--- config.mk ---
export PLATFORM = sky130hd
export DESIGN_NAME = nco_sync_amp_frequency_word
export DESIGN_NICKNAME = d
export VERILOG_FILES = /design/src/verilog/lsb_pattern_detect.v /design/src/verilog/nco_sync_amp_frequency_word.v
export VERILOG_INCLUDE_DIRS = /design/src /design/src/verilog
export SDC_FILE = /design/constraint.sdc
export NUM_CORES = 1
export LEC_CHECK = 0
export ABC_AREA = 1
export ABC_CLOCK_PERIOD_IN_PS = 4200
export BUFFER_PORTS_ARGS = -buffer_cell sky130_fd_sc_hd__buf_4
export CAP_MARGIN = 25
export CORE_MARGIN = 2
export CORE_UTILIZATION = 30
export DETAILED_ROUTE_END_ITERATION = 16
export SLEW_MARGIN = 20
export SYNTH_ARGS = -nofsm -noshare
export SYNTH_HDL_FRONTEND = slang
export SYNTH_SLANG_ARGS = --single-unit
export TNS_END_PERCENT = 20
--- constraint.sdc ---
create_clock -name clk_i -period 4.2 [get_ports clk_i]
set_clock_uncertainty 0.15 [all_clocks]
set_input_delay 0.84 -clock clk_i [delete_from_list [all_inputs] [get_ports clk_i]]
set_output_delay 0.84 -clock clk_i [all_outputs]
set_load 0.02 [all_outputs]
--- src/verilog/nco_sync_amp_frequency_word_regs.vh ---
// register indices, field positions, reset values and timing for the nco sync block
`ifndef NCO_SYNC_AMP_FREQUENCY_WORD_REGS_VH
`define NCO_SYNC_AMP_FREQUENCY_WORD_REGS_VH

// ----------------------------------------------------------------------
// register indices (byte address = 4 * index)
// ----------------------------------------------------------------------
`define IDX_ACCUM_RESET_MASK 10'h303
`define IDX_SOFT_SYNC_TRIGGER 10'h304
`define IDX_SELF_SYNC_CONTROL 10'h305
`define IDX_AMP_CH0 10'h318
`define IDX_AMP_CH1 10'h31a
`define IDX_AMP_CH2 10'h31c
`define IDX_AMP_CH3 10'h31e
`define IDX_FREQ0_LO 10'h320
`define IDX_FREQ0_HI 10'h321
`define IDX_SYNC_CONFIG 10'h3f0
`define IDX_SYNC_STATUS 10'h3f1

// ----------------------------------------------------------------------
// reset values
// ----------------------------------------------------------------------
`define RST_ACCUM_RESET_MASK 4'hf
`define RST_AMP 16'h0000
`define RST_FREQUENCY_WORD 64'h0000000000000000
`define RST_SRC 2'h0

// ----------------------------------------------------------------------
// field positions
// ----------------------------------------------------------------------
`define CFG_SRC_LO 0
`define CFG_SRC_HI 1
`define CFG_FAST_RECONFIG_ENABLE 4
`define CFG_DATAPATH_ENABLE 5
`define CFG_SC_EN 6
`define CFG_CONT_LO 8
`define CFG_CONT_HI 11
`define STAT_ARMED 0
`define STAT_FAST_RECONFIG_ENABLE 1
`define STAT_SS_ON 2
`define STAT_CNT_LO 8
`define STAT_CNT_HI 15

// ----------------------------------------------------------------------
// sync source codes and timing
// ----------------------------------------------------------------------
`define SRC_IMMEDIATE 2'h0
`define SRC_SYSREF_ONCE 2'h1
`define SRC_SYSREF_EVERY 2'h2
`define SRC_LSB_PATTERN 2'h3
`define SS_PERIOD_LAST 8'hff
`define LSB_RUN 4

`endif
--- src/verilog/lsb_pattern_detect.v ---
// detector for a low run then a high run on the in-phase sample lsb
`timescale 1ns/1ps
`include "nco_sync_amp_frequency_word_regs.vh"
module lsb_pattern_detect #(
  parameter RUN = `LSB_RUN
) (
  input wire clk_i,
  input wire rst_i,
  input wire enable_i,
  input wire lsb_i,
  output reg fire_o
);

  localparam [2:0] RUN_W = RUN;
  localparam [2:0] RUN_LAST = RUN - 1;

  reg [2:0] low_cnt_reg;
  reg [2:0] high_cnt_reg;

  // ----------------------------------------------------------------------
  // run counters
  // ----------------------------------------------------------------------
  always @(posedge clk_i) begin
    if (rst_i || !enable_i) begin
      low_cnt_reg <= 3'h0;
      high_cnt_reg <= 3'h0;
      fire_o <= 1'b0;
    end else begin
      fire_o <= 1'b0;
      if (!lsb_i) begin
        high_cnt_reg <= 3'h0;
        if (high_cnt_reg != 3'h0) begin
          // a broken high run starts a fresh low run
          low_cnt_reg <= 3'h1;
        end else if (low_cnt_reg != RUN_W) begin
          low_cnt_reg <= low_cnt_reg + 3'h1;
        end
      end else if (low_cnt_reg == RUN_W) begin
        // lows seen long enough: count highs, fire on the last one
        if (high_cnt_reg == RUN_LAST) begin
          fire_o <= 1'b1;
          low_cnt_reg <= 3'h0;
          high_cnt_reg <= 3'h0;
        end else begin
          high_cnt_reg <= high_cnt_reg + 3'h1;
        end
      end else begin
        low_cnt_reg <= 3'h0;
        high_cnt_reg <= 3'h0;
      end
    end
  end

endmodule

--- src/verilog/nco_sync_amp_frequency_word.v ---
// nco sync, amplitude and frequency register bank with wishbone slave
//
// How it works
// - four mask bits clear chosen oscillator accumulators on every sync event.
// - fast reconfiguration blocks mask, software trigger and register frequency word.
// - writing one to the trigger bit while it is zero fires events.
// - trigger bit reads back last value written, never self-clears.
// - trigger acts as edge or level depending on sync source.
// - source 0 immediate, 1 next sysref rise, 2 every sysref rise.
// - source 3 fires after four or more low lsb then four high.
// - self-sync resynchronises all oscillators once every 256 clocks.
// - self-sync bit may change while datapath runs.
// - re-enabling self-sync applies all new values at once everywhere.
// - self-sync with seeding and no phase-continuous seeds all from channel zero.
// - four signed 16-bit amplitude values at every second register index from 0x318.
// - new amplitude and frequency wait pending until next sync event.
// - 64-bit frequency word drives accumulator increment, sign-agnostic.
//
// The implementer's own choice: the Wishbone interface to the registers.
`timescale 1ns/1ps
`include "nco_sync_amp_frequency_word_regs.vh"
module nco_sync_amp_frequency_word #(
  parameter RUN = `LSB_RUN
) (
  input wire clk_i,
  input wire rst_i,
  input wire wb_cyc_i,
  input wire wb_stb_i,
  input wire wb_we_i,
  input wire [11:0] wb_adr_i,
  input wire [3:0] wb_sel_i,
  input wire [31:0] wb_dat_i,
  output reg [31:0] wb_dat_o,
  output reg wb_ack_o,
  input wire sysref_i,
  input wire upconverter_channel_zero_i_lsb_i,
  output reg sync_event_o,
  output reg [3:0] accum_clear_o,
  output reg seed_from_ref0_o,
  output reg datapath_enable_o,
  output reg fast_reconfig_enable_o,
  output reg [63:0] active_freq0_o,
  output reg [15:0] active_amp_ch0_o,
  output reg [15:0] active_amp_ch1_o,
  output reg [15:0] active_amp_ch2_o,
  output reg [15:0] active_amp_ch3_o
);

  // ----------------------------------------------------------------------
  // software registers
  // ----------------------------------------------------------------------
  reg [7:0] mask_reg;
  reg [7:0] trig_reg;
  reg [7:0] ss_reg;
  reg [15:0] amp_reg [0:3];
  reg [63:0] frequency_word_reg;
  reg [1:0] src_reg;
  reg fast_reconfig_enable_reg;
  reg datapath_enable_reg;
  reg sc_en_reg;
  reg [3:0] cont_reg;

  // ----------------------------------------------------------------------
  // internal state
  // ----------------------------------------------------------------------
  reg sysref_meta_reg;
  reg sysref_sync_reg;
  reg sysref_prev_reg;
  reg armed_reg;
  reg ss_prev_reg;
  reg [7:0] ss_cnt_reg;
  reg [7:0] event_cnt_reg;
  reg trig_rise_reg;

  wire bus_req;
  wire bus_wr;
  wire [9:0] idx;
  wire sysref_rise;
  wire pattern_fire;
  wire ss_on;
  wire ss_fire;
  wire soft_fire;
  wire any_fire;
  wire trig_level;
  wire trig_write_rise;

  assign bus_req = wb_cyc_i && wb_stb_i && !wb_ack_o;
  assign bus_wr = bus_req && wb_we_i;
  assign idx = wb_adr_i[11:2];
  assign trig_level = trig_reg[0] && !fast_reconfig_enable_reg;
  assign ss_on = ss_reg[0];

  // zero-to-one write of the trigger bit
  assign trig_write_rise = bus_wr && (idx == `IDX_SOFT_SYNC_TRIGGER) && wb_sel_i[0]
    && wb_dat_i[0] && !trig_reg[0];

  function [31:0] merge;
    input [31:0] old_val;
    input [31:0] new_val;
    input [3:0] sel;
    integer b;
    begin
      merge = old_val;
      for (b = 0; b < 4; b = b + 1) begin
        if (sel[b]) begin
          merge[b*8 +: 8] = new_val[b*8 +: 8];
        end
      end
    end
  endfunction

  // ----------------------------------------------------------------------
  // bus writes
  // ----------------------------------------------------------------------
  always @(posedge clk_i) begin
    if (rst_i) begin
      mask_reg <= {4'h0, `RST_ACCUM_RESET_MASK};
      trig_reg <= 8'h00;
      ss_reg <= 8'h00;
      frequency_word_reg <= `RST_FREQUENCY_WORD;
      src_reg <= `RST_SRC;
      fast_reconfig_enable_reg <= 1'b0;
      datapath_enable_reg <= 1'b0;
      sc_en_reg <= 1'b0;
      cont_reg <= 4'h0;
    end else if (bus_wr) begin
      case (idx)
        `IDX_ACCUM_RESET_MASK: begin
          mask_reg <= wb_sel_i[0] ? wb_dat_i[7:0] : mask_reg;
        end
        `IDX_SOFT_SYNC_TRIGGER: begin
          // plain storage, no self-clear after firing
          trig_reg <= wb_sel_i[0] ? wb_dat_i[7:0] : trig_reg;
        end
        `IDX_SELF_SYNC_CONTROL: begin
          // accepted at any time, datapath running or not
          ss_reg <= wb_sel_i[0] ? wb_dat_i[7:0] : ss_reg;
        end
        `IDX_FREQ0_LO: begin
          frequency_word_reg[31:0] <= merge(frequency_word_reg[31:0], wb_dat_i, wb_sel_i);
        end
        `IDX_FREQ0_HI: begin
          frequency_word_reg[63:32] <= merge(frequency_word_reg[63:32], wb_dat_i, wb_sel_i);
        end
        `IDX_SYNC_CONFIG: begin
          if (wb_sel_i[0]) begin
            src_reg <= wb_dat_i[`CFG_SRC_HI:`CFG_SRC_LO];
            fast_reconfig_enable_reg <= wb_dat_i[`CFG_FAST_RECONFIG_ENABLE];
            datapath_enable_reg <= wb_dat_i[`CFG_DATAPATH_ENABLE];
            sc_en_reg <= wb_dat_i[`CFG_SC_EN];
          end
          if (wb_sel_i[1]) begin
            cont_reg <= wb_dat_i[`CFG_CONT_HI:`CFG_CONT_LO];
          end
        end
        default: begin
        end
      endcase
    end
  end

  // ----------------------------------------------------------------------
  // amplitude slots, one per synthesis channel
  // ----------------------------------------------------------------------
  genvar ch;
  generate
    for (ch = 0; ch < 4; ch = ch + 1) begin : amp_slot
      localparam [9:0] AMP_IDX = `IDX_AMP_CH0 + 2 * ch;
      always @(posedge clk_i) begin
        if (rst_i) begin
          amp_reg[ch] <= `RST_AMP;
        end else if (bus_wr && (idx == AMP_IDX)) begin
          amp_reg[ch] <= {(wb_sel_i[1] ? wb_dat_i[15:8] : amp_reg[ch][15:8]),
            (wb_sel_i[0] ? wb_dat_i[7:0] : amp_reg[ch][7:0])};
        end
      end
    end
  endgenerate

  // ----------------------------------------------------------------------
  // bus reads and acknowledge
  // ----------------------------------------------------------------------
  always @(posedge clk_i) begin
    if (rst_i) begin
      wb_ack_o <= 1'b0;
      wb_dat_o <= 32'h00000000;
    end else begin
      wb_ack_o <= bus_req;
      wb_dat_o <= 32'h00000000;
      if (bus_req && !wb_we_i) begin
        case (idx)
          `IDX_ACCUM_RESET_MASK: wb_dat_o <= {24'h0, mask_reg};
          `IDX_SOFT_SYNC_TRIGGER: wb_dat_o <= {24'h0, trig_reg};
          `IDX_SELF_SYNC_CONTROL: wb_dat_o <= {24'h0, ss_reg};
          `IDX_AMP_CH0: wb_dat_o <= {16'h0, amp_reg[0]};
          `IDX_AMP_CH1: wb_dat_o <= {16'h0, amp_reg[1]};
          `IDX_AMP_CH2: wb_dat_o <= {16'h0, amp_reg[2]};
          `IDX_AMP_CH3: wb_dat_o <= {16'h0, amp_reg[3]};
          `IDX_FREQ0_LO: wb_dat_o <= frequency_word_reg[31:0];
          `IDX_FREQ0_HI: wb_dat_o <= frequency_word_reg[63:32];
          `IDX_SYNC_CONFIG: begin
            wb_dat_o <= {20'h0, cont_reg, 1'b0, sc_en_reg, datapath_enable_reg, fast_reconfig_enable_reg,
              2'h0, src_reg};
          end
          `IDX_SYNC_STATUS: begin
            wb_dat_o <= {16'h0, event_cnt_reg, 5'h0, ss_on, fast_reconfig_enable_reg, armed_reg};
          end
          default: wb_dat_o <= 32'h00000000;
        endcase
      end
    end
  end

  // ----------------------------------------------------------------------
  // sysref synchroniser and edge
  // ----------------------------------------------------------------------
  always @(posedge clk_i) begin
    if (rst_i) begin
      sysref_meta_reg <= 1'b0;
      sysref_sync_reg <= 1'b0;
      sysref_prev_reg <= 1'b0;
    end else begin
      sysref_meta_reg <= sysref_i;
      sysref_sync_reg <= sysref_meta_reg;
      sysref_prev_reg <= sysref_sync_reg;
    end
  end

  assign sysref_rise = sysref_sync_reg && !sysref_prev_reg;

  lsb_pattern_detect #(
    .RUN(RUN)
  ) lsb_pattern_detect_inst (
    .clk_i(clk_i),
    .rst_i(rst_i),
    .enable_i(trig_level && (src_reg == `SRC_LSB_PATTERN)),
    .lsb_i(upconverter_channel_zero_i_lsb_i),
    .fire_o(pattern_fire)
  );

  // ----------------------------------------------------------------------
  // software trigger by source
  // ----------------------------------------------------------------------
  // the write edge is registered so the event follows the stored bit
  always @(posedge clk_i) begin
    if (rst_i) begin
      trig_rise_reg <= 1'b0;
      armed_reg <= 1'b0;
    end else begin
      trig_rise_reg <= trig_write_rise && !fast_reconfig_enable_reg;
      if (src_reg != `SRC_SYSREF_ONCE || fast_reconfig_enable_reg) begin
        armed_reg <= 1'b0;
      end else if (trig_rise_reg) begin
        armed_reg <= 1'b1;
      end else if (sysref_rise) begin
        armed_reg <= 1'b0;
      end
    end
  end

  // edge modes use the write rise, level modes use the stored bit
  assign soft_fire =
    ((src_reg == `SRC_IMMEDIATE) && trig_rise_reg) ||
    ((src_reg == `SRC_SYSREF_ONCE) && armed_reg && sysref_rise) ||
    ((src_reg == `SRC_SYSREF_EVERY) && trig_level && sysref_rise) ||
    ((src_reg == `SRC_LSB_PATTERN) && trig_level && pattern_fire);

  // ----------------------------------------------------------------------
  // self-synchronisation timer
  // ----------------------------------------------------------------------
  always @(posedge clk_i) begin
    if (rst_i) begin
      ss_prev_reg <= 1'b0;
      ss_cnt_reg <= 8'h00;
    end else begin
      ss_prev_reg <= ss_on;
      if (!ss_on || !ss_prev_reg) begin
        ss_cnt_reg <= 8'h00;
      end else begin
        ss_cnt_reg <= ss_cnt_reg + 8'h01;
      end
    end
  end

  // immediate event on re-enable puts fresh values in together
  assign ss_fire = ss_on && (!ss_prev_reg || ss_cnt_reg == `SS_PERIOD_LAST);
  assign any_fire = soft_fire || ss_fire;

  // ----------------------------------------------------------------------
  // event application
  // ----------------------------------------------------------------------
  always @(posedge clk_i) begin
    if (rst_i) begin
      sync_event_o <= 1'b0;
      accum_clear_o <= 4'h0;
      event_cnt_reg <= 8'h00;
      active_freq0_o <= `RST_FREQUENCY_WORD;
      active_amp_ch0_o <= `RST_AMP;
      active_amp_ch1_o <= `RST_AMP;
      active_amp_ch2_o <= `RST_AMP;
      active_amp_ch3_o <= `RST_AMP;
    end else begin
      sync_event_o <= any_fire;
      accum_clear_o <= 4'h0;
      if (any_fire) begin
        event_cnt_reg <= event_cnt_reg + 8'h01;
        if (!fast_reconfig_enable_reg) begin
          accum_clear_o <= mask_reg[3:0];
          active_freq0_o <= frequency_word_reg;
        end
        active_amp_ch0_o <= amp_reg[0];
        active_amp_ch1_o <= amp_reg[1];
        active_amp_ch2_o <= amp_reg[2];
        active_amp_ch3_o <= amp_reg[3];
      end
    end
  end

  // ----------------------------------------------------------------------
  // mode outputs
  // ----------------------------------------------------------------------
  always @(posedge clk_i) begin
    if (rst_i) begin
      seed_from_ref0_o <= 1'b0;
      datapath_enable_o <= 1'b0;
      fast_reconfig_enable_o <= 1'b0;
    end else begin
      seed_from_ref0_o <= ss_on && sc_en_reg && (cont_reg == 4'h0);
      datapath_enable_o <= datapath_enable_reg;
      fast_reconfig_enable_o <= fast_reconfig_enable_reg;
    end
  end

endmodule

==> results of run 1 <==
-- worst min path at each step --
stage,slack (ns),endpoint,depth (start not counted)
6_report,0.26,sysref_sync_reg$_SDFF_PP0_,2
5_1_grt,0.30,sysref_sync_reg$_SDFF_PP0_,2
4_1_cts,0.26,sysref_sync_reg$_SDFF_PP0_,2
2_1_floorplan,0.24,sysref_sync_reg$_SDFF_PP0_,2
3_3_place_gp,0.24,sysref_sync_reg$_SDFF_PP0_,2
3_5_place_dp,0.25,sysref_sync_reg$_SDFF_PP0_,2
-- layer usage --
layer	up-vias	share of wire, %	track usage [%]
met5	-	0	0
met4	0	3.0	6.89
met3	87	7.4	3.67
met2	483	46	28.4
met1	6313	44	24.3
li1	6493	-	-
-- power groups by stage --
stage	registers, W	logic (W)	clock network (W)
6_report	0.00355	0.000238	0.00361
3_5_place_dp	0.00362	0.000235	0
4_1_cts	0.00355	0.000236	0.00370
3_3_place_gp	0.00362	0.000232	0
5_1_grt	0.00355	0.000255	0.00384
2_1_floorplan	0.00361	0.000124	0
-- worst max-delay path, stage by stage, from the launching register on --
cell     delay, ns
dfxtp_1       0.38
inv_4         0.54
nand2_1       0.20
o21ai_0       0.23
nand2_1       0.12
nand3_4       0.47
buf_12        0.38
nand3_1       0.14
nand2_1       0.11
nor2_1        0.05
-- final cells by class --
cell class	count	area (um^2)	area share [%]
diodes	1	2.50	0.0136
clock buffers	68	1280	6.94
clock inverters	9	92.6	0.502
inverters	182	691	3.74
multi-input cells	1226	5890	31.9
flip-flops and latches	359	7830	42.4
well taps	664	831	4.50
repair buffers	238	1840	9.96
-- synthesized netlist by cell type, drive strengths merged --
cell type,n,share of area [%]
nor2,424,12
dfxtp,295,40
nand2,217,5.8
inv,178,4.5
a21oi,167,5.6
o21ai,167,5.6
nand3,142,5.0
edfxtp,64,13
buf,61,2.6
clkbuf,43,1.1
nand4,41,1.7
nand3b,23,1.2
o22ai,16,0.67
ha,7,0.59
clkinv,4,0.10
nor3,4,0.13
o211ai,4,0.20
a211oi,3,0.15
nor4,3,0.13
xor2,3,0.18
xnor2,2,0.12
a41oi,1,0.059
nor3b,1,0.050
o31ai,1,0.050
-- through the flow --
step | setup WS (ns) | utilization, % | hold slack [ns] | power (W)
2_1_floorplan | 1.46 | - | 0.238 | 0.00373
3_3_place_gp | 0.934 | 34.8 | 0.242 | 0.00385
3_5_place_dp | 0.847 | 34.8 | 0.245 | 0.00386
6_report | 1.25 | 37.6 | 0.256 | 0.00740
5_1_grt | 0.978 | 37.6 | 0.298 | 0.00764
4_1_cts | 1.27 | 37.6 | 0.261 | 0.00748
-- cell families (layout without fill, tap and decap cells) --
kind of cell    Yosys count  count (layout)  share of synthesized area (%)
other cells               0               1                              0
flops                   359             359                           52.4
fa+ha+maj                 7               7                          0.586
simple gates            855             855                           26.1
xor+xnor                  5               5                          0.293
buf+inv                 286             497                           8.25
compound gates          359             359                           12.4
==> metrics.md, run 1 <==
| Metric | Value |
|---|---|
| Number of buffers added on ports | 221 |
| CP endpoint | active_freq0_o[52]$_SDFFE_PP0P_ |
| Reg-to-Reg End | active_freq0_o[52]$_SDFFE_PP0P_ |
| Routed len/inst | 17.3 um |
| Clock-pin slew on the worst setup and hold paths | 0.06 ns |
| Startpoint type of the worst setup path | flop |
| Least-Margin Pin Slew | 0.925 ns |
| Register area share after synthesis | 52.4% |
| Final cell count without fillers | 2747 |
| CTS HTree Levels | 2 |
| Final worst-path cycle share | 70.3% |
| Worst skew pair latency | 0.57 ns |
| Switching power | 0.00165 W |
| Reg2reg setup slack | 1.25 ns |
| Hold Path Origin | sysref_meta_reg$_SDFF_PP0_ |
| CP required | 4.50 ns |
| Worst-case reg-to-reg path depth | 9 |
| Fillcell total | 5110 |
| Synth cell types | 39 |
| Clock Power Share | 48.9% |
| DRT Pass-1 Iters | 5 |
| Mean post-synth cell area | 7.99 um^2 |
| Global-route wire length before repair | 71700 um |
| Setup-failing EPs final | 0 |
| Total CTS buffers | 43 |
| Final HPWL DP | 33600 um |
| Via count | 13400 |
| Worst Path Class, Setup | reg2reg |
| Ports | 224 |
| Setup TNS | 0 ns |
| Leakage | 7.90 nW |
| Die area | 51600 um^2 |
| Most frequent cells in the layout | 396 x nor2_1, 295 x dfxtp_1, 234 x buf_4 |
| Worst Hold Class | reg2reg |
| CP Capture Type | flop |
| Hold Buf Count CTS | 0 |
| Final Hold Viols | 0 |
| Min Tclk post-route | 2.95 ns |
| Cell area after layout | 18500 um^2 |
| CTS Buffer Depth | 3 |
| Gr ovfl total | 0 |
| Setup Fix Bufs, Post-CTS | 0 |
| Logic pwr share | 3.2% |
| Commonest non-fill, non-tap cell in the layout | nor2_1 |
| Starting density of the core | 30.5% |
| Drt via density | 4.87 |
| Mapped Area | 14900 um^2 |
| Crit-path max FO | 85 |
| Initial antenna violation count | 1 |
| Worst setup path start | fast_reconfig_enable_reg$_SDFFE_PP0P_ |
| Layout cells sized above 1 | 17.7% |
| Post-Route WL | 47600 um |
| Syn Nets | 1933 |
| Ys Warns | 0 |
| Routability cong. | 0.903 |
| Die extent in y | 227 um |
| Iteration-0 DRC Markers | 1099 |
| RSZ-0062 raised after global routing | no |
| Placed insts | 2669 |
| Remaining DRCs | 0 |
| TritonCTS clock tree | built |
| Post-CTS sizing | 0 |
| Clock Sink Count | 359 |
| Core ar. | 49100 um^2 |
| Maximum clock frequency | 339 MHz |
| Cells after Synth | 1871 |
| Total Routing Usage GR | 18.0% |
| Net Sw Frac | 22.3% |
| Post-route ant nets | 0 |
| Final-stage net count | 2112 |
| Peak supply drop | 0.265 mV |
| DP Area | 17100 um^2 |
| Data arrival time of the critical path | 3.25 ns |
| FF+latch count, synth | 359 |
| Final Max Slew Viols | 0 |
| R2R Path Start | fast_reconfig_enable_reg$_SDFFE_PP0P_ |
| Reported max-cap violation count | 0 |
| Run status | finished, final reports clean |
| Pint | 0.00575 W |
| PD cells | 401 nW/um^2 |
| Reg power frac | 47.9% |
| Row count | 81 |
| Layout area overhead | 23.5% |
| Slew margin rel. | 38.1% |
| Chip Width | 227 um |
| Number of global-route vias before repair | 12600 |
| CTS root buf | clkbuf_16 |
| Largest net degree at the start of global routing | 102 |
(Power assumes the default switching activity.)
==> inputs of run 2 (changes only) <==
ABC_AREA = 0   (was 1)
ABC_CLOCK_PERIOD_IN_PS = 2900   (was 4200)
clock period = 2.9 ns   (was 4.2 ns; I/O delays follow)
==> run 2 against run 1 <==
  * Worst setup slack worse by 0.85 ns
  * Sequential share of layout area down 0.37 points
  * Maximum frequency up 18%
  * Utilization up 1.2 points
  * Worst hold slack worse by 0.16 ns
  * Count of clock-buffer cells in the layout down 8
  * Non-clock buffer count up 50
  * Global-route usage down 1.4 points
  * Critical path depth unchanged
  * Register-to-register slack worse by 0.85 ns
  * Largest power group is now registers
  * Via count down 17%
==> metrics.md, run 2 <==
| Metric | Value |
|---|---|
| Final Max Slew Viols | 0 |
| Iteration-0 DRC Markers | 810 |
| Finished Core Util | 38.8% |
| Post-synth top cells | 295 x dfxtp_1, 193 x mux2i_1, 174 x nor2_1, 131 x nand2b_1, 85 x nand2_1 |
| RSZ-0062 raised after global routing | no |
| Global-route wire length before repair | 64600 um |
| Die extent in y | 225 um |
| Routability cong. | 0.881 |
| Area contributors post-synth | dfxtp_1 40%, mux2i_1 13%, edfxtp_1 13% |
| Startpoint type of the worst setup path | flop |
| Mean post-synth cell area | 10.3 um^2 |
| Final-stage net count | 1716 |
| Row count | 80 |
| Top delay family on crit path | buffers and inverters |
| Initial antenna violation count | 2 |
| Cells after Synth | 1413 |
| Async set-reset flop share out of synthesis | 0% |
| Synth area leader | dfxtp_1 |
| Final Hold Viols | 0 |
| Net Sw Frac | 21.9% |
| Worst Hold Class | in2reg |
| Ys Warns | 0 |
| Total CTS buffers | 41 |
| Post-Route WL | 43100 um |
| Post-route ant nets | 0 |
| Via count | 11100 |
| Post-CTS sizing | 0 |
| Hold Buf Count CTS | 0 |
| Clock Sink Count | 359 |
| Largest net degree at the start of global routing | 146 |
| Count leader, synth | dfxtp_1 |
| Reg power frac | 48.8% |
| Run status | finished, final reports clean |
| Clock Power Share | 48.2% |
| Leakage | 7.27 nW |
| CTS HTree Levels | 2 |
| Commonest non-fill, non-tap cell in the layout | dfxtp_1 |
| Diode count | 0 |
| CTS Buffer Depth | 3 |
| FF+latch count, synth | 359 |
| PD cells | 566 nW/um^2 |
| Chip Width | 225 um |
| Place WS | -0.0619 ns |
| Die area | 50500 um^2 |
| Setup-failing EPs final | 0 |
| Delay of the slowest critical-path stage | 0.39 ns |
| Logic pwr share | 3.0% |
| Worst Path Buf+Inv | 3 |
| Core ar. | 47900 um^2 |
| Number of synthesized flops with an enable pin | 64 |
| Gr ovfl total | 0 |
| Remaining DRCs | 0 |
| CP required | 3.19 ns |
| Data arrival time of the critical path | 2.80 ns |
| Worst Path Class, Setup | reg2reg |
| Synth top area share | 40.4% |
| Final setup margin | 0.393 ns |
| Layout cells sized above 1 | 22.1% |
| Syn Nets | 1475 |
| Maximum clock frequency | 399 MHz |
| Routed len/inst | 18.8 um |
| TritonCTS clock tree | built |
| Slew margin rel. | 35.5% |
| Most frequent cells in the layout | 295 x dfxtp_1, 276 x buf_4, 193 x mux2i_1 |
| Mapped Area | 14600 um^2 |
| Least-Margin Pin Slew | 0.965 ns |
| Drt via density | 4.85 |
| Register area share after synthesis | 53.5% |
| Starting density of the core | 30.5% |
| Slowest stage cell, crit path | dfxtp_1 |
| Worst skew pair latency | 0.55 ns |
| Peak supply drop | 0.464 mV |
| Critical path cell sequence | ha_1 -> nand4_1 -> o21ai_0 -> buf_4 -> a221oi_4 -> buf_4 -> buf_12 -> nor4_1 -> mux2_2 |
| Worst path most repeated cell | buf_4 |
| Overall power | 0.0105 W |
| DRT Pass-1 Iters | 5 |
| Switching power | 0.00230 W |
| Number of buffers added on ports | 221 |
| CTS root buf | clkbuf_16 |
| Layout area overhead | 27.3% |
| Total Routing Usage GR | 16.6% |
| Synth cell types | 68 |
| Fillcell total | 4730 |
| Final HPWL DP | 31400 um |
| Min Tclk post-route | 2.51 ns |
| Crit-path max FO | 26 |
| Synth Flop Type | dfxtp_1 |
| Setup Fix Bufs, Post-CTS | 0 |
| Reported max-cap violation count | 0 |
| CP Capture Type | flop |
| Final worst-path cycle share | 86.4% |
| Number of global-route vias before repair | 11000 |
| Clock-pin slew on the worst setup and hold paths | 0.06 ns |
| Ports | 224 |
| Pint | 0.00823 W |
## run 2: changes by cell type after synthesis, moves of 33 or more
| cell | delta |
|---|---|
| a21oi_1 | -121 |
| inv_1 | -150 |
| o21ai_0 | -126 |
| and2_1 | +69 |
| a22oi_1 | +33 |
| mux2i_1 | +193 |
| nand4_1 | -39 |
| nand2b_1 | +131 |
| nand2_1 | -118 |
| nand3_1 | -115 |
| nor2_1 | -222 |
## run 2: cells by family (layout without fill, tap and decap cells)
logic type      after synthesis  after routing  synth area share [%]
compound gates              175            175                  8.34
buf+inv                     102            373                  3.25
fa+ha+maj                     7              7                 0.599
flops                       359            359                  53.5
mux                         198            198                  13.8
simple gates                565            565                  20.1
xor+xnor                      7              7                 0.419
## run 2: final cells by class
type | count | area, um^2 | area share [%]
tap | 615 | 769 | 4.13
clock buffer | 60 | 1210 | 6.49
multi-input combinational | 952 | 6340 | 34.1
clock inverter | 13 | 116 | 0.625
sequential | 359 | 7830 | 42.1
timing repair buffer | 288 | 2310 | 12.4
inverter | 12 | 45.0 | 0.242
## run 2: power by group through the flow
stage | sequential, W | clock, W | combinational [W]
after floorplan | 0.00523 | 0 | 0.000156
after global placement | 0.00525 | 0 | 0.000316
after detailed placement | 0.00525 | 0 | 0.000319
after CTS | 0.00514 | 0.00521 | 0.000319
after global routing | 0.00514 | 0.00538 | 0.000341
final | 0.00514 | 0.00508 | 0.000318
## run 2: metrics by stage
stage	cells	area, um^2	setup TNS (ns)	hold WS [ns]
2_1_floorplan	1413	14600	0	0.264
3_3_place_gp	2226	17300	-0.101	0.273
3_5_place_dp	2226	17300	-0.738	0.273
4_1_cts	2299	18600	0	0.0656
5_1_grt	2299	18600	0	0.104
6_report	2299	18600	0	0.0918
## run 2: worst reg2reg max path, stage by stage (launching register included)
cell	delay [ns]
dfxtp_1	0.39
ha_1	0.23
nand4_1	0.13
o21ai_0	0.23
buf_4	0.18
a221oi_4	0.07
buf_4	0.19
buf_12	0.16
nor4_1	0.29
mux2_2	0.37
## run 2: path summary, 6_finish.rpt
path,from,to,slack (ns),depth (start not counted)
max,ss_cnt_reg[0]$_SDFF_PP0_,event_cnt_reg[6]$_SDFFE_PP0N_,0.39,9
min,sysref_i,sysref_meta_reg$_SDFF_PP0_,0.09,2
max reg2reg,ss_cnt_reg[0]$_SDFF_PP0_,event_cnt_reg[6]$_SDFFE_PP0N_,0.39,9
min reg2reg,sysref_meta_reg$_SDFF_PP0_,sysref_sync_reg$_SDFF_PP0_,0.28,1
## run 2: routing by layer
layer	up-vias	routed length [um]	track usage (%)
met5	-	13	0
met4	2	950	4.85
met2	277	21100	28.1
met1	5422	18300	20.6
met3	62	2770	4.43
li1	5377	-	-
==> inputs of run 3 (changes only) <==
CELL_PAD_IN_SITES_DETAIL_PLACEMENT = 2   (was unset)
CELL_PAD_IN_SITES_GLOBAL_PLACEMENT = 2   (was unset)
PLACE_DENSITY_LB_ADDON = 0.1   (was unset)
==> run 3 against run 2 <==
  * Combinational power increased by 6.6%
  * Maximum frequency increased by 4.6%
  * First-iteration DRC count decreased by 22%
  * Non-clock buffer count increased by 3
  * Via count increased by 2.0%
  * Total power increased by 4.0%
  * Utilization increased by 0.29 points
  * Register-to-register slack improved by 0.11 ns
==> metrics.md, run 3 (synthesis results as in run 2) <==
| Metric | Value |
|---|---|
| Setup-failing EPs final | 0 |
| Final HPWL DP | 35500 um |
| Reported max-cap violation count | 0 |
| Fillcell total | 5143 |
| Initial antenna violation count | 1 |
| DRT Pass-1 Iters | 5 |
| Row count | 80 |
| Drt via density | 4.92 |
| CTS Buffer Depth | 3 |
| Chip Width | 225 um |
| Hold Slack | 0.0878 ns |
| Iteration-0 DRC Markers | 632 |
| Least-Margin Pin Slew | 0.738 ns |
| Run status | finished, final reports clean |
| Die area | 50500 um^2 |
| Final Hold Viols | 0 |
| Layout cells sized above 1 | 22.3% |
| Clock Sink Count | 359 |
| Number of buffers added on ports | 221 |
| Peak supply drop | 0.390 mV |
| Post-route ant nets | 0 |
| Via count | 11400 |
| PD cells | 584 nW/um^2 |
| Routed len/inst | 21.7 um |
| Min Tclk post-route | 2.40 ns |
| Pint | 0.00854 W |
| Startpoint type of the worst setup path | flop |
| Worst Path Class, Setup | reg2reg |
| Reg power frac | 46.9% |
| CTS HTree Levels | 2 |
| Setup TNS | 0 ns |
| Layout area overhead | 28.2% |
| Total Routing Usage GR | 19.9% |
| Logic pwr share | 3.1% |
| Total CTS buffers | 42 |
| Net Sw Frac | 22.0% |
| CTS root buf | clkbuf_16 |
| Commonest non-fill, non-tap cell in the layout | dfxtp_1 |
| Diode count | 0 |
| Worst skew pair latency | 0.56 ns |
| Leakage | 7.34 nW |
| Clock-pin slew on the worst setup and hold paths | 0.06 ns |
| Routability cong. | 0.801 |
| Most frequent cells in the layout | 295 x dfxtp_1, 278 x buf_4, 193 x mux2i_1 |
| Ports | 224 |
| Data arrival time of the critical path | 2.68 ns |
| Worst Hold Class | in2reg |
| Global-route wire length before repair | 76300 um |
| Final Max Slew Viols | 0 |
| Area occupied by multi-input gates | 6340 um^2 |
| Switching power | 0.00241 W |
| Clock Power Share | 50.0% |
| Starting density of the core | 30.5% |
| Crit-path max FO | 33 |
| RSZ-0062 raised after global routing | no |
| CP required | 3.18 ns |
| CP Capture Type | flop |
| Hold Buf Count CTS | 0 |
| Largest net degree at the start of global routing | 118 |
| Die extent in y | 225 um |
| Gr ovfl total | 0 |
| Maximum clock frequency | 417 MHz |
| TritonCTS clock tree | built |
| Setup Fix Bufs, Post-CTS | 0 |
| Reg area | 7830 um^2 |
| Post-CTS sizing | 0 |
| Post-Route WL | 50000 um |
| Final-stage net count | 1720 |
| Slew margin rel. | 50.8% |
| Core ar. | 47900 um^2 |
| Remaining DRCs | 0 |
| Number of global-route vias before repair | 12300 |
| Final worst-path cycle share | 82.6% |
## run 3: cell count changes in the layout (fill, tap and decap cells not counted), sizes merged
cell	previous run	this run
buf	287	290
bufinv	1	4
clkbuf	61	58
clkinv	6	15
clkinvlp	1	2
inv	17	12
## run 3: path summary, 6_finish.rpt
| kind | slack [ns] | end | startpoint | cells after the start |
|---|---|---|---|---|
| max reg2reg | 0.50 | active_amp_ch0_o[11]$_SDFFE_PP0N_ | ss_cnt_reg[0]$_SDFF_PP0_ | 9 |
| min reg2reg | 0.29 | lsb_pattern_detect_inst.high_cnt_reg[0]$_SDFF_PP0_ | lsb_pattern_detect_inst.high_cnt_reg[0]$_SDFF_PP0_ | 1 |
| min | 0.09 | sysref_meta_reg$_SDFF_PP0_ | sysref_i | 2 |
| max | 0.50 | active_amp_ch0_o[11]$_SDFFE_PP0N_ | ss_cnt_reg[0]$_SDFF_PP0_ | 9 |
## run 3: metrics by stage
stage	utilization [%]	std cells	setup slack (ns)	power (W)	area (um^2)
finish	39.1	2307	0.505	0.0109	18800
CTS	39.1	2307	0.494	0.0112	18800
floorplan	-	1413	0.298	0.00538	14600
global placement	36.1	2229	0.129	0.00558	17300
global route	39.1	2307	0.296	0.0114	18800
detailed placement	36.1	2229	0.0580	0.00559	17300
## run 3: layer usage
metal	global-route usage [%]	part of all wire, %	vias up
met5	0	0	-
met4	4.57	1.9	0
met3	3.49	3.7	65
met2	35.0	50	178
met1	25.3	44	5730
li1	-	-	5387
## run 3: worst max-delay path: stages, from the launching register on
cell,delay [ns]
dfxtp_1,0.33
ha_1,0.25
nand4_1,0.12
o21ai_0,0.11
buf_4,0.16
a221oi_4,0.26
buf_12,0.20
buf_12,0.25
mux2i_1,0.29
nor2_1,0.08
## run 3: cell type report
type	instances	area share (%)
tap	615	4.10
inverter	12	0.240
sequential	359	41.7
timing repair buffer	291	12.5
multi-input combinational	952	33.8
clock inverter	21	1.11
clock buffer	57	6.51
## run 3: power groups by stage
| stage | clock, W | sequential, W | combinational, W |
|---|---|---|---|
| 6_report | 0.00548 | 0.00513 | 0.000339 |
| 3_5_place_dp | 0 | 0.00524 | 0.000343 |
| 5_1_grt | 0.00589 | 0.00513 | 0.000362 |
| 4_1_cts | 0.00568 | 0.00513 | 0.000343 |
| 3_3_place_gp | 0 | 0.00524 | 0.000336 |
| 2_1_floorplan | 0 | 0.00523 | 0.000156 |
